[src/rtl/uartx_regs.svh]
`ifndef UARTX_REGS_SVH
`define UARTX_REGS_SVH

// build modes
`define UARTX_MODE_SINGLE 1
`define UARTX_MODE_DUAL 2

// baud divisor
`define UARTX_DIV_ZERO 16'h0000
`define UARTX_DIV_ONE 16'h0001

// oversampling counter: full bit, half stop bit, finish point one baud clock early
`define UARTX_CNT_ZERO 4'h0
`define UARTX_OVS_LAST 4'hF
`define UARTX_HALF_LAST 4'h7
`define UARTX_FIN_FULL 4'hE
`define UARTX_FIN_HALF 4'h6

// data bits per character
`define UARTX_BIT_ZERO 3'h0
`define UARTX_BIT_LAST 3'h7

// level-synchronised config vector: {half stop, divisor high, divisor low, config toggle}
`define UARTX_LVL_W 18
`define UARTX_LVL_TOG 0
`define UARTX_LVL_DIV_LO 1
`define UARTX_LVL_DIV_HI 16
`define UARTX_LVL_HALF 17

`endif

[src/rtl/uartx_pkg.sv]
package uartx_pkg;
    typedef logic [7:0] uartx_byte_t;
    typedef logic [15:0] uartx_div_t;
    typedef enum logic [2:0] {
        TX_IDLE,
        TX_WAIT,
        TX_START,
        TX_DATA,
        TX_STOP,
        TX_HALF
    } uartx_tx_state_t;
endpackage : uartx_pkg

[src/rtl/uartx_hs_if.sv]
`timescale 1ns/1ps
// word handshake between the bus-domain feeder and the data synchroniser
interface uartx_hs_if;
    import uartx_pkg::*;
    logic start;
    uartx_byte_t data;
    logic busy;
    logic dst_valid;
    uartx_byte_t dst_data;
    modport user (output start, output data, input busy, input dst_valid, input dst_data);
    modport sync (input start, input data, output busy, output dst_valid, output dst_data);
endinterface : uartx_hs_if

[src/rtl/uartx_tx_sync.sv]
`timescale 1ns/1ps
`include "uartx_regs.svh"
// Notes on behaviour
// (RL1) single-clock or dual-clock build option
// (RL2) dual build routes all crossings through synchroniser
// (RL3) start begins transfer and sets busy
// (RL4) start while busy stores pending word
// (RL5) busy clears once word delivered
// (RL6) single build passes signals straight through
// (RL7) data crossings use full request/acknowledge handshake
// (RL8) level crossings use two destination flops
// (RL9) config seen, machines reset within eight cycles
// (RL10) host waits settling time before traffic
// (RL11) queued characters go out back to back
// (RL12) query starts one baud clock before stop end
// (RL13) dual query latency four slow plus four bus
// (RL14) long latency inserts idle before next start
// (RL15) baud period is divisor times slow clock
// (RL16) idle gap at most latency plus fifteen bauds
// (RL17) sixteen baud clocks per state, eight half stop
// (RL18) finish flag one baud early, synced to bus
// (RL19) bus requests next character one cycle later
// (RL20) request clears counter, start after sixteen
// (RL21) single build query latency one bus cycle
// (RL22) integrator limits slow clock to bus ratio
// (RL23) source word held until acknowledge returns
module uartx_tx_sync #(
    parameter int CLOCK_MODE = `UARTX_MODE_DUAL // [RL1]
) (
    input wire logic CLK,
    input wire logic RST_N,
    input wire logic SCLK_PIN,
    input wire logic CFG_WRITE,
    input wire uartx_pkg::uartx_byte_t DIVISOR_HIGH_BYTE,
    input wire uartx_pkg::uartx_byte_t DIVISOR_LOW_BYTE,
    input wire logic HALF_STOP,
    input wire logic FIFO_VALID,
    input wire uartx_pkg::uartx_byte_t FIFO_DATA,
    output logic FIFO_POP,
    output logic SOUT,
    output logic TX_ACTIVE,
    output logic CFG_SETTLED
);
    import uartx_pkg::*;

    localparam bit DUAL = (CLOCK_MODE == `UARTX_MODE_DUAL);

    uartx_hs_if hs ();

    logic sclk_s1_reg, sclk_s2_reg, sclk_s3_reg, sclk_en;
    logic cfg_tog_reg, ready_reg, fin_prev_reg, fin_sync, take;
    logic [`UARTX_LVL_W-1:0] lvl_src, lvl_dst;
    logic b_seen_reg, cfg_ack, fin_tog_reg, fin_bus, go_reg;
    uartx_div_t div, div_cnt_reg;
    logic bclk_en, last_bclk, fin_point, cfg_chg;
    uartx_tx_state_t state_reg;
    logic [3:0] bcnt_reg;
    logic [2:0] bitn_reg;
    uartx_byte_t shift_reg;

    // slow clock pin: two flops, then rising-edge enable
    always_ff @(posedge CLK) begin
        if (!RST_N) begin
            sclk_s1_reg <= 1'b0;
            sclk_s2_reg <= 1'b0;
            sclk_s3_reg <= 1'b0;
        end else begin
            sclk_s1_reg <= SCLK_PIN;
            sclk_s2_reg <= sclk_s1_reg;
            sclk_s3_reg <= sclk_s2_reg;
        end
    end
    assign sclk_en = DUAL ? (sclk_s2_reg & ~sclk_s3_reg) : 1'b1; // [RL1]

    // word crossing from bus domain into baud domain
    uartx_data_sync #(.CLOCK_MODE(CLOCK_MODE), .PENDING(1'b1)) u_data_sync (
        .clk(CLK),
        .rst_n(RST_N),
        .dst_en(sclk_en),
        .hs(hs.sync) // [RL2]
    );

    // bus side: config toggle marks each write
    always_ff @(posedge CLK) begin
        if (!RST_N) begin
            cfg_tog_reg <= 1'b0;
        end else if (CFG_WRITE) begin
            cfg_tog_reg <= ~cfg_tog_reg;
        end
    end

    // level crossings of config into the baud domain
    assign lvl_src = {HALF_STOP, DIVISOR_HIGH_BYTE, DIVISOR_LOW_BYTE, cfg_tog_reg};
    genvar gi;
    generate
        for (gi = 0; gi < `UARTX_LVL_W; gi = gi + 1) begin : g_lvl
            if (DUAL) begin : g_two
                logic s1_reg, s2_reg;
                always_ff @(posedge CLK) begin
                    if (!RST_N) begin
                        s1_reg <= 1'b0;
                        s2_reg <= 1'b0;
                    end else if (sclk_en) begin
                        s1_reg <= lvl_src[gi]; // [RL8]
                        s2_reg <= s1_reg; // [RL8]
                    end
                end
                assign lvl_dst[gi] = s2_reg;
            end else begin : g_wire
                assign lvl_dst[gi] = lvl_src[gi]; // [RL6]
            end
        end
        // baud-domain flags back into the bus domain
        if (DUAL) begin : g_back
            logic ack_s1_reg, ack_s2_reg, fin_s1_reg, fin_s2_reg;
            always_ff @(posedge CLK) begin
                if (!RST_N) begin
                    ack_s1_reg <= 1'b0;
                    ack_s2_reg <= 1'b0;
                    fin_s1_reg <= 1'b0;
                    fin_s2_reg <= 1'b0;
                end else begin
                    ack_s1_reg <= b_seen_reg; // [RL8]
                    ack_s2_reg <= ack_s1_reg;
                    fin_s1_reg <= fin_tog_reg; // [RL18]
                    fin_s2_reg <= fin_s1_reg;
                end
            end
            assign cfg_ack = ack_s2_reg;
            assign fin_bus = fin_s2_reg;
        end else begin : g_back_wire
            assign cfg_ack = b_seen_reg; // [RL6]
            assign fin_bus = fin_tog_reg; // [RL21]
        end
    endgenerate

    assign div = {lvl_dst[`UARTX_LVL_DIV_HI:`UARTX_LVL_DIV_LO+8], lvl_dst[`UARTX_LVL_DIV_LO+7:`UARTX_LVL_DIV_LO]};
    assign cfg_chg = lvl_dst[`UARTX_LVL_TOG] ^ b_seen_reg;

    // bus side: settled flag, finished edge and next-character request
    assign fin_sync = fin_bus ^ fin_prev_reg;
    assign take = ready_reg && FIFO_VALID && !hs.busy;
    assign hs.start = take; // [RL19]
    assign hs.data = FIFO_DATA;
    always_ff @(posedge CLK) begin
        if (!RST_N) begin
            fin_prev_reg <= 1'b0;
            ready_reg <= 1'b1;
            FIFO_POP <= 1'b0;
            CFG_SETTLED <= 1'b0;
        end else begin
            fin_prev_reg <= fin_bus;
            FIFO_POP <= take;
            CFG_SETTLED <= (cfg_ack == cfg_tog_reg); // [RL9]
            if (fin_sync || CFG_WRITE) begin
                ready_reg <= 1'b1; // [RL19]
            end else if (take) begin
                ready_reg <= 1'b0;
            end
        end
    end

    // baud clock: one pulse per divisor slow cycles
    assign bclk_en = sclk_en && (div != `UARTX_DIV_ZERO) && (div_cnt_reg == div - `UARTX_DIV_ONE); // [RL15]
    always_ff @(posedge CLK) begin
        if (!RST_N) begin
            div_cnt_reg <= `UARTX_DIV_ZERO;
        end else if (sclk_en) begin
            if (cfg_chg || bclk_en || div_cnt_reg >= div) begin
                div_cnt_reg <= `UARTX_DIV_ZERO;
            end else begin
                div_cnt_reg <= div_cnt_reg + `UARTX_DIV_ONE; // [RL15]
            end
        end
    end

    // end of a state's baud count, finish point one baud clock earlier
    always_comb begin
        last_bclk = (state_reg == TX_HALF) ? (bcnt_reg == `UARTX_HALF_LAST) : (bcnt_reg == `UARTX_OVS_LAST);
        fin_point = 1'b0;
        if (state_reg == TX_HALF) begin
            fin_point = (bcnt_reg == `UARTX_FIN_HALF); // [RL17]
        end else if (state_reg == TX_STOP && !lvl_dst[`UARTX_LVL_HALF]) begin
            fin_point = (bcnt_reg == `UARTX_FIN_FULL); // [RL12]
        end
    end

    // baud-domain config acknowledge and finished toggle
    always_ff @(posedge CLK) begin
        if (!RST_N) begin
            b_seen_reg <= 1'b0;
            fin_tog_reg <= 1'b0;
        end else if (sclk_en) begin
            b_seen_reg <= lvl_dst[`UARTX_LVL_TOG]; // [RL9]
            // query round trip: this toggle, back sync, request, forward sync
            if (bclk_en && fin_point && !cfg_chg) begin
                fin_tog_reg <= ~fin_tog_reg; // [RL18] [RL12] [RL13]
            end
        end
    end

    // transmit state machine, advanced on baud clocks
    always_ff @(posedge CLK) begin
        if (!RST_N) begin
            state_reg <= TX_IDLE;
            bcnt_reg <= `UARTX_CNT_ZERO;
            bitn_reg <= `UARTX_BIT_ZERO;
            shift_reg <= 8'h00;
            go_reg <= 1'b0;
        end else if (sclk_en && cfg_chg) begin
            state_reg <= TX_IDLE; // [RL9]
            bcnt_reg <= `UARTX_CNT_ZERO;
            go_reg <= 1'b0;
        end else if (sclk_en) begin
            if (hs.dst_valid) begin
                shift_reg <= hs.dst_data;
            end
            if (hs.dst_valid && state_reg == TX_IDLE) begin
                state_reg <= TX_WAIT; // [RL14]
                bcnt_reg <= `UARTX_CNT_ZERO; // [RL20]
            end else if (hs.dst_valid && (state_reg == TX_STOP || state_reg == TX_HALF)) begin
                go_reg <= 1'b1; // [RL11]
            end
            if (bclk_en && state_reg != TX_IDLE && !(hs.dst_valid && state_reg == TX_IDLE)) begin
                bcnt_reg <= last_bclk ? `UARTX_CNT_ZERO : bcnt_reg + 4'h1; // [RL17]
                if (last_bclk) begin
                    case (state_reg)
                        TX_WAIT: begin
                            state_reg <= TX_START; // [RL20]
                        end
                        TX_START: begin
                            state_reg <= TX_DATA;
                            bitn_reg <= `UARTX_BIT_ZERO;
                        end
                        TX_DATA: begin
                            shift_reg <= {1'b0, shift_reg[7:1]};
                            bitn_reg <= bitn_reg + 3'h1;
                            if (bitn_reg == `UARTX_BIT_LAST) begin
                                state_reg <= TX_STOP;
                            end
                        end
                        TX_STOP, TX_HALF: begin
                            if (state_reg == TX_STOP && lvl_dst[`UARTX_LVL_HALF]) begin
                                state_reg <= TX_HALF; // [RL17]
                            end else if (go_reg || hs.dst_valid) begin
                                state_reg <= TX_START; // [RL11]
                                go_reg <= 1'b0;
                            end else begin
                                state_reg <= TX_IDLE; // [RL17] [RL14] [RL16]
                            end
                        end
                        default: begin
                            state_reg <= TX_IDLE;
                        end
                    endcase
                end
            end
        end
    end

    // serial output and activity flag
    always_ff @(posedge CLK) begin
        if (!RST_N) begin
            SOUT <= 1'b1;
            TX_ACTIVE <= 1'b0;
        end else begin
            SOUT <= (state_reg == TX_START) ? 1'b0 : (state_reg == TX_DATA) ? shift_reg[0] : 1'b1; // [RL20]
            TX_ACTIVE <= (state_reg != TX_IDLE);
        end
    end
endmodule : uartx_tx_sync

[src/rtl/uartx_data_sync.sv]
`timescale 1ns/1ps
`include "uartx_regs.svh"
module uartx_data_sync #(
    parameter int CLOCK_MODE = `UARTX_MODE_DUAL,
    parameter bit PENDING = 1'b1
) (
    input wire logic clk,
    input wire logic rst_n,
    input wire logic dst_en,
    uartx_hs_if.sync hs
);
    import uartx_pkg::*;

    generate
        if (CLOCK_MODE == `UARTX_MODE_SINGLE) begin : g_pass
            // no synchronising logic, straight through
            assign hs.busy = 1'b0; // [RL6]
            assign hs.dst_valid = hs.start; // [RL6]
            assign hs.dst_data = hs.data; // [RL6]
        end else begin : g_sync
            logic req_reg, busy_reg, pend_valid_reg;
            logic ack_s1_reg, ack_s2_reg;
            logic req_s1_reg, req_s2_reg, seen_reg, dst_valid_reg;
            uartx_byte_t hold_reg, pend_reg, dst_data_reg;
            logic done;

            assign done = busy_reg && (ack_s2_reg == req_reg);

            // source side: request toggle, held word and optional pending slot
            always_ff @(posedge clk) begin
                if (!rst_n) begin
                    req_reg <= 1'b0;
                    busy_reg <= 1'b0;
                    pend_valid_reg <= 1'b0;
                    hold_reg <= 8'h00;
                    pend_reg <= 8'h00;
                end else if (!busy_reg) begin
                    if (hs.start) begin
                        hold_reg <= hs.data; // [RL23]
                        req_reg <= ~req_reg; // [RL3] [RL7]
                        busy_reg <= 1'b1; // [RL3]
                    end
                end else if (done) begin
                    if (pend_valid_reg) begin
                        hold_reg <= pend_reg; // [RL4]
                        req_reg <= ~req_reg; // [RL4]
                        pend_valid_reg <= hs.start;
                        if (hs.start) begin
                            pend_reg <= hs.data;
                        end
                    end else if (hs.start) begin
                        hold_reg <= hs.data;
                        req_reg <= ~req_reg;
                    end else begin
                        busy_reg <= 1'b0; // [RL5]
                    end
                end else if (hs.start && PENDING) begin
                    pend_reg <= hs.data; // [RL4]
                    pend_valid_reg <= 1'b1; // [RL4]
                end
            end

            // acknowledge back into the source domain
            always_ff @(posedge clk) begin
                if (!rst_n) begin
                    ack_s1_reg <= 1'b0;
                    ack_s2_reg <= 1'b0;
                end else begin
                    ack_s1_reg <= seen_reg; // [RL7]
                    ack_s2_reg <= ack_s1_reg;
                end
            end

            // destination side, advanced on destination clock enables
            always_ff @(posedge clk) begin
                if (!rst_n) begin
                    req_s1_reg <= 1'b0;
                    req_s2_reg <= 1'b0;
                    seen_reg <= 1'b0;
                    dst_valid_reg <= 1'b0;
                    dst_data_reg <= 8'h00;
                end else if (dst_en) begin
                    req_s1_reg <= req_reg; // [RL7]
                    req_s2_reg <= req_s1_reg;
                    seen_reg <= req_s2_reg;
                    dst_valid_reg <= req_s2_reg ^ seen_reg;
                    if (req_s2_reg ^ seen_reg) begin
                        dst_data_reg <= hold_reg; // [RL23]
                    end
                end
            end

            assign hs.busy = busy_reg;
            assign hs.dst_valid = dst_valid_reg;
            assign hs.dst_data = dst_data_reg;

        end
    endgenerate
endmodule : uartx_data_sync

[config.mk]
export PLATFORM = sky130hd
export DESIGN_NAME = uartx_tx_sync
export DESIGN_NICKNAME = d
export VERILOG_FILES = /design/src/rtl/uartx_pkg.sv /design/src/rtl/uartx_hs_if.sv /design/src/rtl/uartx_tx_sync.sv /design/src/rtl/uartx_data_sync.sv
export VERILOG_INCLUDE_DIRS = /design/src /design/src/rtl
export SDC_FILE = /design/constraint.sdc
export NUM_CORES = 1
export LEC_CHECK = 0
export BUFFER_PORTS_ARGS = -buffer_cell sky130_fd_sc_hd__buf_2
export CORE_MARGIN = 2
export CORE_UTILIZATION = 55
export CTS_CLUSTER_DIAMETER = 150
export CTS_CLUSTER_SIZE = 20
export DETAILED_ROUTE_END_ITERATION = 6
export PLACE_DENSITY = 0.76
export SLEW_MARGIN = 20
export SYNTH_ARGS = -nofsm -noshare
export SYNTH_HDL_FRONTEND = slang
export SYNTH_SLANG_ARGS = --single-unit
[constraint.sdc]
create_clock -name CLK -period 3.11 [get_ports CLK]
set_input_delay 0.311 -clock CLK [delete_from_list [all_inputs] [get_ports CLK]]
set_output_delay 0.311 -clock CLK [all_outputs]
set_load 0.05 [all_outputs]
**Yosys cells after proc, flatten, opt, wreduce, memory -nomap -nowiden**

Index checks and enable logic that the tools add are counted.

- Add/subtract/negate cells: 4
- Magnitude comparators: 1
- Eq/ne operators: 15
- Muxes and demuxes: 46
- Bitwise operators: 10
- Reductions and logical operators: 39

Operator list:

| kind | count |
|---|---|
| 2-to-1 mux 8 bit | 11 |
| 2-to-1 mux 1 bit | 23 |
| adder 16 x 1 -> 16 bit, second input constant | 1 |
| equality test 16 bit | 1 |
| >= comparator 16 bit | 1 |
| 2-to-1 mux 16 bit | 1 |
| nonzero test 16 bit | 1 |
| subtractor 16 x 1 -> 16 bit, second input constant | 1 |
| 2-to-1 mux 3 bit | 5 |
| logical AND 1 bit | 14 |
| 2-to-1 mux 4 bit | 3 |
| case mux 3 bit (4 select lines) | 1 |
| AND reduction 2 bit | 6 |
| equality test 3 bit, second input constant | 3 |
| equality test 4 x 3 -> 1 bit, second input constant | 2 |
| equality test 4 bit, second input constant | 2 |
| equality test 3 x 2 -> 1 bit, second input constant | 2 |
| NOT 1 bit | 6 |
| case mux 3 bit (2 select lines) | 1 |
| nonzero test 2 bit | 3 |
| OR reduction 2 bit | 3 |
| logical OR 1 bit | 5 |
| AND reduction 5 bit | 1 |
| adder 4 x 1 -> 4 bit, second input constant | 1 |
| 11 further kinds | 17 |

- Flip-flop bits (word level): 120
- Logic and storage cells: 185

**Longest topological paths before layout**

Gate-level depths: netlist (run 1).

- Word-level depth: 10
- Gate-level depth with buffers: 12

**Hierarchy**

Synthesis (run 1) repeated with hierarchy kept, for this count alone.

- Cell total of the unflattened synthesis: 732
- Area, all modules: 6090.8 um2

Modules (own cells, without submodules):

| module | times used | cells an instance | area each (um2) | sequential area each (um2) |
|---|---|---|---|---|
| uartx_tx_sync | 1 | 589 | 4684.5 | 1741.7 |
| uartx_data_sync | 1 | 143 | 1406.3 | 660.6 |

**Worst setup path after synthesis (run 1)**

OpenSTA, ideal clock, no wires.

- Path type: reg-to-reg
- Start: register g_lvl[2].g_two.s2_reg
- End: register fin_tog_reg
- Library setup time: 123 ps
- Data arrival time: 2982 ps
- Data required time: 2987 ps
- Path slack: 5 ps
- Stages on the path, launching flop included: 12
- Path buffers: 2
- Cells stage by stage: dfxtp_1 -> inv_1 -> ha_1 -> buf_2 -> or4b_1 -> nor4_4 -> xnor2_1 -> or3_1 -> buf_6 -> or4_4 -> nor3_2 -> mux2_1

- Cells in the longest elaborated chain, start to end: 6

RTL lines:

| element | line | text |
|---|---|---|
| from (decl) | uartx_tx_sync.sv:98 | `logic s1_reg, s2_reg;` |
| from (signal assigned) | uartx_tx_sync.sv:105 | `s2_reg <= s1_reg;` |
| subtractor 16 x 1 -> 16 bit (no line) / nonzero test 16 bit (equally long branches) | n/a |  |
| equality test 16 bit (no line) / logical AND 1 bit (equally long branches) | n/a |  |
| logical AND 1 bit * | uartx_tx_sync.sv:164 | `` assign bclk_en = sclk_en && (div != `UARTX_DIV_ZERO) && (div_cnt_reg == div - `UARTX_DIV_ONE); `` |
| logical AND 1 bit * (2 in a row) | uartx_tx_sync.sv:196 | `if (bclk_en && fin_point && !cfg_chg) begin` |
| AND reduction 2 bit (no line) * | n/a |  |
| to (signal assigned) | uartx_tx_sync.sv:197 | `fin_tog_reg <= ~fin_tog_reg;` |
| to (decl) | uartx_tx_sync.sv:53 | `logic b_seen_reg, cfg_ack, fin_tog_reg, fin_bus, go_reg;` |

Every way passes the cells marked *; elsewhere a longest branch is shown, timed or not.
A chain may end at the register's enable or synchronous reset.

**Worst setup path in the final report (run 1)**

- Start: register g_lvl[1].g_two.s2_reg
- End: register bcnt_reg[3]

- Cells in the longest elaborated chain, start to end: 7

RTL lines:

| element | line | text |
|---|---|---|
| from (decl) | uartx_tx_sync.sv:98 |  |
| from (signal assigned) | uartx_tx_sync.sv:105 |  |
| subtractor 16 x 1 -> 16 bit (no line) / nonzero test 16 bit (equally long branches) | n/a |  |
| equality test 16 bit (no line) / logical AND 1 bit (equally long branches) | n/a |  |
| logical AND 1 bit * | uartx_tx_sync.sv:164 |  |
| logical AND 1 bit * (2 in a row) | uartx_tx_sync.sv:224 | `if (bclk_en && state_reg != TX_IDLE && !(hs.dst_valid && state_reg == TX_IDLE)) begin` |
| nonzero test 2 bit (no line) | n/a |  |
| AND reduction 2 bit (no line) | n/a |  |
| to (signal assigned) | uartx_tx_sync.sv:212 | `` bcnt_reg <= `UARTX_CNT_ZERO; `` |
| to (signal assigned) | uartx_tx_sync.sv:220 | `` bcnt_reg <= `UARTX_CNT_ZERO; `` |
| to (signal assigned) | uartx_tx_sync.sv:225 | `` bcnt_reg <= last_bclk ? `UARTX_CNT_ZERO : bcnt_reg + 4'h1; `` |
| to (decl) | uartx_tx_sync.sv:57 | `logic [3:0] bcnt_reg;` |

Marks and branches as above.

==> results of run 1 <==
## path summary, 6_finish.rpt
check	from	endpoint	slack [ns]	cells after the start
setup / recovery	g_lvl[1].g_two.s2_reg	bcnt_reg[3]	0.11	12
hold / removal	SCLK_PIN	sclk_s1_reg	0.02	2
setup reg to reg	g_lvl[1].g_two.s2_reg	bcnt_reg[3]	0.11	12
hold reg to reg	sclk_s1_reg	sclk_s2_reg	0.44	1
## cell type report
type                       count  area [sq um]  share of cell area (%)
inverter                      26          97.6                    1.44
tap                          136           170                    2.52
clock buffer                  19           432                    6.39
clock inverter                13           134                    1.98
sequential                   120          2400                    35.6
multi-input combinational    503          3230                    47.8
timing repair buffer          47           289                    4.28
## kinds of logic after synthesis
logic type,Yosys count
AO/OA/AOI/OAI,131
multiplexers,23
AND/OR/NAND/NOR,285
adder cells (fa/ha/maj),23
buffers and inverters,66
XOR/XNOR,41
flip-flops,120
## synth_stat cells, drive strengths merged (2+ instances only)
cell and n:
or3 6, a21o 4, a31o 4, and2 18, or4 4, mux2 8
nand2b 8, o211ai 3, buf 3, o22ai 13, xor2 18, nor3b 9
nand2 105, nand4b 3, nor2b 8, nand4 13, or2 5, mux2i 15
xnor3 2, xnor2 21, clkbuf 37, a21oi 61, nor3 28, and3 2
inv 26, nand3b 4, o21ai 22, o2111ai 2, nor4 6, nor2 50
dfxtp 120, a211oi 10, ha 23, nand3 11
## routing by layer
metal	wire, um	up-vias	share of wire, %
met5	0	-	0
met1	5720	2317	44
met4	242	0	1.9
met3	615	25	4.8
met2	6330	114	49
li1	-	2439	-
## timing repair
action | CTS | global route
hold buffers | 1 | 0
endpoints found under the hold margin | 1 | 0
endpoints found under the setup margin | 0 | 28
gates resized for setup | 0 | 13
buffers inserted | 0 | 2
## cells in the final DEF, fill, tap and decap left out, drive strengths merged, types with 18 or more instances in the layout
cell / n
dfxtp: 120
nand2: 105
a21oi: 61
nor2: 50
buf: 46
inv: 34
nor3: 28
ha: 23
o21ai: 22
xnor2: 21
clkbuf: 19
and2: 18
xor2: 18
## power by group through the flow
stage          Clock [uW]  Combinational [uW]  Sequential (uW)
2_1_floorplan           0                 113             1620
3_3_place_gp            0                 162             1620
3_5_place_dp            0                 165             1620
4_1_cts              1880                 168             1590
5_1_grt              1960                 194             1590
6_report             1860                 173             1590
## stage by stage
stage	total power (uW)	area [sq um]
after floorplan	1740	5840
after global placement	1780	6100
after detailed placement	1790	6100
after CTS	3640	6680
after global routing	3740	6760
final	3620	6760
==> flow_metrics.py, run 1 <==
metrics = {
    "outcome": {
        "status": "finished clean",
    },
    "worst_hold_path": {
        "hold_path.class": "in2reg",
    },
    "timing": {
        "relSlewSlack_pct": 49.9,
        "max_freq_ghz": 0.333,
        "setup_violations": 0,
        "maxSlewViolCount": 0,
        "hold_violations": 0,
        "fin_crit_ns": 3.00,
        "setup_slack_ns": 0.105,
        "tightest_slew_ns": 0.746,
        "finalClockSkew_ns": 0.00621,
        "setup_tns_ns": 0,
        "holdWs_ns": 0.0188,
        "finalCritPeriodShare_pct": 96.6,
    },
    "worst_setup_path": {
        "end_kind": "register",
        "cp_num_buf_inv": 4,
        "critPathKind": "reg2reg",
        "critPathLaunchType": "register",
        "crit_slowest_cell": "or4_1",
        "max_stage_delay_ns": 0.50,
        "worstPathMaxFanout": 8,
        "required_ns": 3.51,
        "cp_top_family": "simple AND/OR/NAND/NOR gates",
        "arrival_ns": 3.41,
        "worstPathCellList": "inv_1 > ha_1 > buf_4 > o21ba_2 > a221oi_2 > a41oi_1 > or3_1 > buf_4 > or4_1 > o211ai_1 > buf_4 > o22ai_1",
        "crit_path_frequent_cell": "buf_4",
    },
    "pwr": {
        "powerDensity_mw_per_mm2": 535,
        "power_switching_uw": 883,
        "internal_power_uw": 2740,
        "sequentialPowerShare_pct": 43.9,
        "cellLeakagePower_uw": 0.00267,
        "p_comb_share_pct": 4.8,
        "p_sw_share_pct": 24.4,
        "clockPowerShare_pct": 51.3,
        "peakVddDrop_mv": 0.371,
    },
    "global_route": {
        "grt_pass1_vias": 4815,
        "grt_use_met2_pct": 39.5,
        "grt_max_degree": 72,
        "top_usage_layer": "met2",
        "use_met1_pct": 30.3,
        "overflow": 0,
        "antenna_found_initial": 0,
        "met3_usage_pct": 5.78,
        "grtUsageTotal_pct": 24.0,
        "grt_pass1_wl_um": 22200,
    },
    "logic_synthesis": {
        "synth-async-reset-ratio_pct": 0,
        "synthAdderAreaFrac_pct": 4.93,
        "synth_compound_area_share_pct": 13.6,
        "syn-num-nets": 742,
        "seq_area_frac_synth_pct": 41.1,
        "synth.largest_area_cell": "dfxtp_1",
        "synth_ff_type": "dfxtp_1",
        "synth_area_per_cell_sq_um": 8.48,
        "synth_area_sq_mm": 0.00584,
        "synth-simple-area-share_pct": 25.1,
        "ys_warn_count": 0,
        "ys_ff_latch": 120,
        "synthCells": 689,
        "synth_top_family_by_area": "simple AND/OR/NAND/NOR gates",
        "synth-edff-count": 0,
        "ys_types": 62,
        "synth_top_area_share_pct": 41.1,
        "synth_area_leaders": "dfxtp_1 (41%), nand2_1 (6.7%), a21oi_1 (5.1%)",
        "synth_xor_area_share_pct": 6.62,
        "synthMuxAreaShare_pct": 4.11,
    },
    "clock_network": {
        "numCtsBuffers": 17,
        "cts_tree": "done",
        "cts_buffer_depth": 2,
        "cts.sinks": 120,
        "clockRootBuffer": "clkbuf_8",
        "clk_pin_slew_ns": 0.06,
        "cts_max_level": 4,
        "clk_latency_ns": 0.53,
    },
    "die": {
        "io_pins": 34,
        "die_h_um": 107,
        "core-area_sq_mm": 0.0103,
        "row_count": 37,
        "die_area_sq_mm": 0.0115,
        "start_util_pct": 56.6,
        "die_width_um": 107,
    },
    "final_layout": {
        "final_cells": 864,
        "drive_above_1_share_pct": 16.1,
        "final_util_pct": 65.5,
        "nFillCells": 838,
        "layout.nets": 768,
        "area_delta_synth_final_pct": 15.7,
        "num_antenna_cells": 0,
    },
    "drt": {
        "via_per_inst": 5.67,
        "drt-total-wl_um": 12900,
        "drt-initial-drc-count": 287,
        "drcViolationCount": 0,
        "vias": 4895,
        "ant_nets": 0,
        "drt-pass1-iter-count": 5,
        "wl_per_cell_um": 14.9,
    },
    "place": {
        "gp_congestion": 0.933,
        "placedCellCount": 829,
        "dp_slack_ns": 0.0382,
        "io_buffers": 33,
        "dp_hpwl_um": 8590,
    },
    "job": {
        "cap_violations": 0,
    },
}
Power figures use the tool's default switching activity.
==> inputs of run 2 (changes only) <==
--- a/config.mk
+++ b/config.mk
@@ -8,11 +8,11 @@
 export LEC_CHECK = 0
 export BUFFER_PORTS_ARGS = -buffer_cell sky130_fd_sc_hd__buf_2
 export CORE_MARGIN = 2
-export CORE_UTILIZATION = 55
-export CTS_CLUSTER_DIAMETER = 150
+export CORE_UTILIZATION = 40
+export CTS_CLUSTER_DIAMETER = 120
 export CTS_CLUSTER_SIZE = 20
 export DETAILED_ROUTE_END_ITERATION = 6
-export PLACE_DENSITY = 0.76
+export PLACE_DENSITY = 0.58
 export SLEW_MARGIN = 20
 export SYNTH_ARGS = -nofsm -noshare
 export SYNTH_HDL_FRONTEND = slang
==> run 2 against run 1 <==
Power increased by 0.68%. Largest power group unchanged. Sequential cell count stayed put. Critical endpoint is now shift_reg[3]. Sequential share of layout area fell by 0.36 points. Register-to-register slack improved by 0.09 ns. Via count decreased by 1.1%. Clock-buffer cell count did not move. Critical path depth fell by 3. Global-route usage down 6.4 points. Worst setup slack improved by 0.091 ns.
==> flow_metrics.py, run 2 (synthesized netlist as in run 1, its figures left out) <==
metrics = {
    "timing": {
        "setup_violations": 0,
        "relSlewSlack_pct": 46.1,
        "setup_slack_ns": 0.196,
        "setup_tns_ns": 0,
        "finalClockSkew_ns": 0.00945,
        "maxSlewViolCount": 0,
        "hold_violations": 0,
        "max_freq_ghz": 0.343,
        "grt_setup_unrepaired": "no",
        "tightest_slew_ns": 0.803,
        "fin_crit_ns": 2.91,
        "finalCritPeriodShare_pct": 93.7,
        "holdWs_ns": 0.115,
    },
    "worst_setup_path": {
        "max_stage_delay_ns": 0.43,
        "worstPathCellList": "or2_2 > or4_1 > o22ai_1 > nand4b_1 > buf_4 > nor4_4 > buf_6 > mux2_2 > a211oi_1",
        "critPathKind": "reg2reg",
        "worstPathMaxFanout": 8,
        "end_kind": "register",
        "crit_slowest_cell": "or4_1",
        "arrival_ns": 3.24,
        "critPathLaunchType": "register",
        "required_ns": 3.43,
    },
    "final_layout": {
        "area_delta_synth_final_pct": 16.8,
        "layout_commonest_cell": "dfxtp_1",
        "drive_above_1_share_pct": 16.2,
        "multi_input_area_sq_mm": 0.00320,
        "stdcell_area_sq_mm": 0.00683,
        "final_cell_mix": "dfxtp_1 (119), nand2_1 (105), a21oi_1 (60), nor2_1 (50), buf_2 (33)",
        "regArea_sq_mm": 0.00240,
        "nFillCells": 1413,
        "layout.nets": 773,
        "num_antenna_cells": 0,
    },
    "clock_network": {
        "cts_buffer_depth": 2,
        "clk_latency_ns": 0.41,
        "holdBufCountCts": 0,
        "numCtsBuffers": 17,
        "cts_max_level": 4,
        "clockRootBuffer": "clkbuf_16",
        "clk_pin_slew_ns": 0.06,
        "cts.sinks": 120,
        "cts_tree": "done",
    },
    "drt": {
        "drt-pass1-iter-count": 4,
        "ant_nets": 0,
        "vias": 4840,
        "drcViolationCount": 0,
        "drt-initial-drc-count": 256,
        "drt-total-wl_um": 13300,
        "via_per_inst": 5.28,
        "wl_per_cell_um": 14.5,
    },
    "global_route": {
        "overflow": 0,
        "antenna_found_initial": 0,
        "grt_pass1_vias": 4676,
        "grt_pass1_wl_um": 22500,
        "grtUsageTotal_pct": 17.5,
        "grt_max_degree": 49,
    },
    "die": {
        "core-area_sq_mm": 0.0144,
        "row_count": 44,
        "io_pins": 34,
        "die_area_sq_mm": 0.0156,
        "start_util_pct": 40.5,
        "die_width_um": 125,
        "die_h_um": 125,
    },
    "worst_hold_path": {
        "hold_path.class": "in2reg",
    },
    "job": {
        "cap_violations": 0,
    },
    "place": {
        "dp_hpwl_um": 9160,
        "gp_congestion": 0.889,
        "place_area_sq_mm": 0.00623,
        "io_buffers": 33,
        "dp_slack_ns": 0.0853,
    },
    "pwr": {
        "peakVddDrop_mv": 0.519,
        "cellLeakagePower_uw": 0.00269,
        "total_power_uw": 3640,
        "powerDensity_mw_per_mm2": 534,
    },
    "outcome": {
        "status": "finished clean",
    },
}
run 2: cell types whose count changed in the layout (fill, tap and decap cells not counted), sizes merged:
| cell | change |
|---|---|
| buf | +6 |
| clkinv | +2 |
| clkinvlp | +2 |
| dlygate4sd3 | -1 |
| inv | -4 |
run 2: final cells by class:
| type | instances | share of cell area [%] |
|---|---|---|
| sequential | 120 | 35.2 |
| tap | 184 | 3.37 |
| inverter | 26 | 1.43 |
| clock inverter | 13 | 1.72 |
| multi-input combinational | 503 | 46.9 |
| clock buffer | 19 | 6.64 |
| timing repair buffer | 52 | 4.75 |
run 2: per-stage QoR:
| step | instances | utilization [%] |
|---|---|---|
| final | 917 | 47.3 |
| after global routing | 917 | 47.3 |
| after CTS | 916 | 47.1 |
| after detailed placement | 884 | 43.2 |
| after global placement | 884 | 43.2 |
| after floorplan | 689 | - |
run 2: worst paths after layout:
| kind | to | startpoint | depth (start not counted) | slack, ns |
|---|---|---|---|---|
| setup / recovery | shift_reg[3] | g_lvl[10].g_two.s2_reg | 9 | 0.20 |
| hold / removal | sclk_s1_reg | SCLK_PIN | 2 | 0.12 |
| setup reg to reg | shift_reg[3] | g_lvl[10].g_two.s2_reg | 9 | 0.20 |
| hold reg to reg | fin_bus | g_back.fin_s1_reg | 1 | 0.43 |
run 2: repair_timing:
action,4_1_cts,5_1_grt
endpoints found under the setup margin,0,12
resized for setup,0,6
setup buffers,0,1
run 2: layer usage:
metal	vias up	share of wire (%)	global-route usage (%)
li1	2444	-	-
met2	79	47	29.0
met5	-	0	0
met4	0	1.1	4.64
met3	10	3.4	4.73
met1	2307	49	22.7
run 2: where the power goes:
part	leakage, uW	internal, uW	switching (uW)
logic	0.00145	65.4	111
clock network	0.000269	1140	735
registers	0.000972	1570	19.9
run 2: critical path, delay by kind of cell, from the launching register on:
family / cells / cell delay, ns
AO/OA/AOI/OAI: 2 / 0.42
buffers and inverters: 2 / 0.40
flip-flops: 1 / 0.36
multiplexers: 1 / 0.34
AND/OR/NAND/NOR: 4 / 1.31
==> inputs of run 3 (changes only) <==
--- a/config.mk
+++ b/config.mk
@@ -16,4 +16,5 @@
 export SLEW_MARGIN = 20
 export SYNTH_ARGS = -nofsm -noshare
 export SYNTH_HDL_FRONTEND = slang
+export SYNTH_HIERARCHICAL = 1
 export SYNTH_SLANG_ARGS = --single-unit
==> run 3 against run 2 <==
Combinational power up 22%. Synthesized cell count up 6.2%. Worst setup slack worse by 0.13 ns. Core utilization up 0.73 points. Largest power group unchanged.
==> flow_metrics.py, run 3 <==
metrics = {
    "drt": {
        "drt-pass1-iter-count": 5,
        "drt-initial-drc-count": 281,
        "drcViolationCount": 0,
        "ant_nets": 0,
        "drt-total-wl_um": 14400,
        "via_per_inst": 5.33,
        "wl_per_cell_um": 14.9,
        "vias": 5161,
    },
    "final_layout": {
        "drive_above_1_share_pct": 15.5,
        "final_cells": 968,
        "num_antenna_cells": 0,
        "layout.nets": 820,
        "final_cell_mix": "dfxtp_1 (119), nand2_1 (115), nor2_1 (61), a21boi_0 (40), o21ai_0 (34)",
        "area_delta_synth_final_pct": 18.6,
        "layout_commonest_cell": "dfxtp_1",
    },
    "clock_network": {
        "clk_pin_slew_ns": 0.06,
        "cts.sinks": 120,
        "clockRootBuffer": "clkbuf_16",
        "clk_latency_ns": 0.42,
        "cts_max_level": 4,
        "numCtsBuffers": 17,
        "cts_buffer_depth": 2,
        "cts_tree": "done",
    },
    "worst_setup_path": {
        "crit_path_frequent_cell": "or4_4",
        "cp_num_buf_inv": 1,
        "arrival_ns": 3.39,
        "r2r-start": "g_lvl[2].g_two.s2_reg",
        "end_kind": "register",
        "ff2ff_path_depth": 9,
        "critPathKind": "reg2reg",
        "max_stage_delay_ns": 0.53,
        "required_ns": 3.45,
        "critPathLaunchType": "register",
        "crit_slowest_cell": "or4_4",
        "r2r_end": "state_reg[2]",
        "worstPathCellList": "or4_4 > or4_1 > a41o_1 > nor4_2 > nand4_1 > or4_4 > buf_4 > or3_1 > o21ai_0",
        "cp_top_family": "simple AND/OR/NAND/NOR gates",
        "r2r_slack_ns": 0.07,
        "worstPathMaxFanout": 5,
    },
    "logic_synthesis": {
        "synth-async-reset-ratio_pct": 0,
        "synthCells": 732,
        "synth_top_area_share_pct": 39.4,
        "synth_area_sq_mm": 0.00609,
        "syn-num-nets": 785,
        "synth_ff_type": "dfxtp_1",
        "synth_area_leaders": "dfxtp_1 (39%), nand2_1 (7.1%), a21boi_0 (4.9%)",
        "synthTopCellsByCount": "dfxtp_1 (120), nand2_1 (115), nor2_1 (61)",
        "ys_ff_latch": 120,
        "yosysMostFrequentCell": "dfxtp_1",
        "seq_area_frac_synth_pct": 39.4,
        "synth_area_per_cell_sq_um": 8.32,
        "synth-edff-count": 0,
        "ys_warn_count": 6,
        "ys_types": 59,
        "synth.largest_area_cell": "dfxtp_1",
    },
    "timing": {
        "finalClockSkew_ns": 0.00775,
        "maxSlewViolCount": 0,
        "tightest_slew_ns": 0.855,
        "grt_setup_unrepaired": "yes",
        "setup_tns_ns": 0,
        "fin_crit_ns": 3.04,
        "hold_violations": 0,
        "finalCritPeriodShare_pct": 97.9,
        "relSlewSlack_pct": 42.4,
        "setup_violations": 0,
        "max_freq_ghz": 0.328,
    },
    "place": {
        "gp_congestion": 0.890,
        "dp_hpwl_um": 10100,
        "io_buffers": 33,
        "placedCellCount": 934,
    },
    "global_route": {
        "grt_max_degree": 58,
        "overflow": 0,
        "antenna_found_initial": 0,
        "grtUsageTotal_pct": 18.4,
        "grt_pass1_wl_um": 23900,
        "grt_pass1_vias": 4969,
    },
    "pwr": {
        "cellLeakagePower_uw": 0.00282,
        "powerDensity_mw_per_mm2": 535,
        "peakVddDrop_mv": 0.372,
    },
    "die": {
        "die_area_sq_mm": 0.0162,
        "row_count": 45,
        "core-area_sq_mm": 0.0150,
        "die_width_um": 127,
        "die_h_um": 127,
        "start_util_pct": 40.5,
        "io_pins": 34,
    },
    "worst_hold_path": {
        "hold_path.startpoint": "SCLK_PIN",
        "whs_endpoint": "sclk_s1_reg",
        "hold_depth": 2,
        "hold_path.class": "in2reg",
    },
    "outcome": {
        "status": "finished clean",
    },
    "job": {
        "cap_violations": 0,
    },
}
==> run 3: cell types whose count changed after synthesis, sizes merged, moves of 11 or more <==
cell,delta
nand2,+11
o22ai,-13
nor2,+11
a21oi,-32
nor3,-13
o21ai,+12
a21boi,+40
==> run 3: metal layers <==
layer	up-vias	global-route usage, %	share of wire (%)
met2	93	29.1	47
li1	2609	-	-
met4	0	7.69	2.3
met3	34	5.40	4.0
met1	2425	23.6	47
met5	-	0	0
==> run 3: power by group <==
group / switching, uW / total, uW / internal, uW
Sequential: 22.7 / 1590 / 1570
Combinational: 126 / 216 / 89.6
Clock: 748 / 2060 / 1310
==> run 3: kinds of logic (layout without fill, tap and decap cells) <==
family	count (synthesis)	in the layout	synth area share [%]
xor gates and xnor gates	39	39	5.73
AOI/OAI and AO/OA	143	143	16.2
DFF	120	120	39.4
buffers and inverters	69	117	4.50
and+or+nand+nor	309	309	24.4
adders and majority gates	23	23	4.72
muxes	29	29	4.97
==> run 3: worst max path at each step <==
stage	to	slack, ns	cells after the start	start
floorplan	bitn_reg[0]	-0.03	11	g_lvl[4].g_two.s2_reg
finish	state_reg[2]	0.07	9	g_lvl[2].g_two.s2_reg
global placement	bitn_reg[1]	0.06	10	g_lvl[2].g_two.s2_reg
CTS	fin_tog_reg	-0.000007	10	g_lvl[2].g_two.s2_reg
detailed placement	bcnt_reg[3]	-0.02	11	g_lvl[2].g_two.s2_reg
global route	state_reg[2]	-0.01	9	g_lvl[2].g_two.s2_reg
==> run 3: area by class of cell <==
type | instances | area (sq um)
multi-input cells | 543 | 3510
fillers | 1424 | 7810
clock inverters | 13 | 166
clock buffers | 19 | 453
inverters | 28 | 105
repair buffers | 57 | 349
flip-flops and latches | 120 | 2400
well taps | 188 | 235
==> run 3: repair_timing <==
action	in CTS	in global routing
hold buffers	0	0
cloned	0	1
setup buffers	0	1
resized for setup	4	17
pin swaps	1	7
endpoints found under the setup margin	5	33
==> run 3: through the flow <==
step / setup WS [ns] / power [uW] / cell area, sq um / utilization (%) / hold WS [ns]
after floorplan: -0.0269 / 1770 / 6110 / - / 0.412
after global placement: 0.0640 / 1830 / 6490 / 43.2 / 0.418
after detailed placement: -0.0236 / 1830 / 6490 / 43.2 / 0.421
after CTS: -0.00000688 / 3890 / 7140 / 47.5 / 0.0919
after global routing: -0.0129 / 4010 / 7220 / 48.0 / 0.118
final: 0.0658 / 3860 / 7220 / 48.0 / 0.109
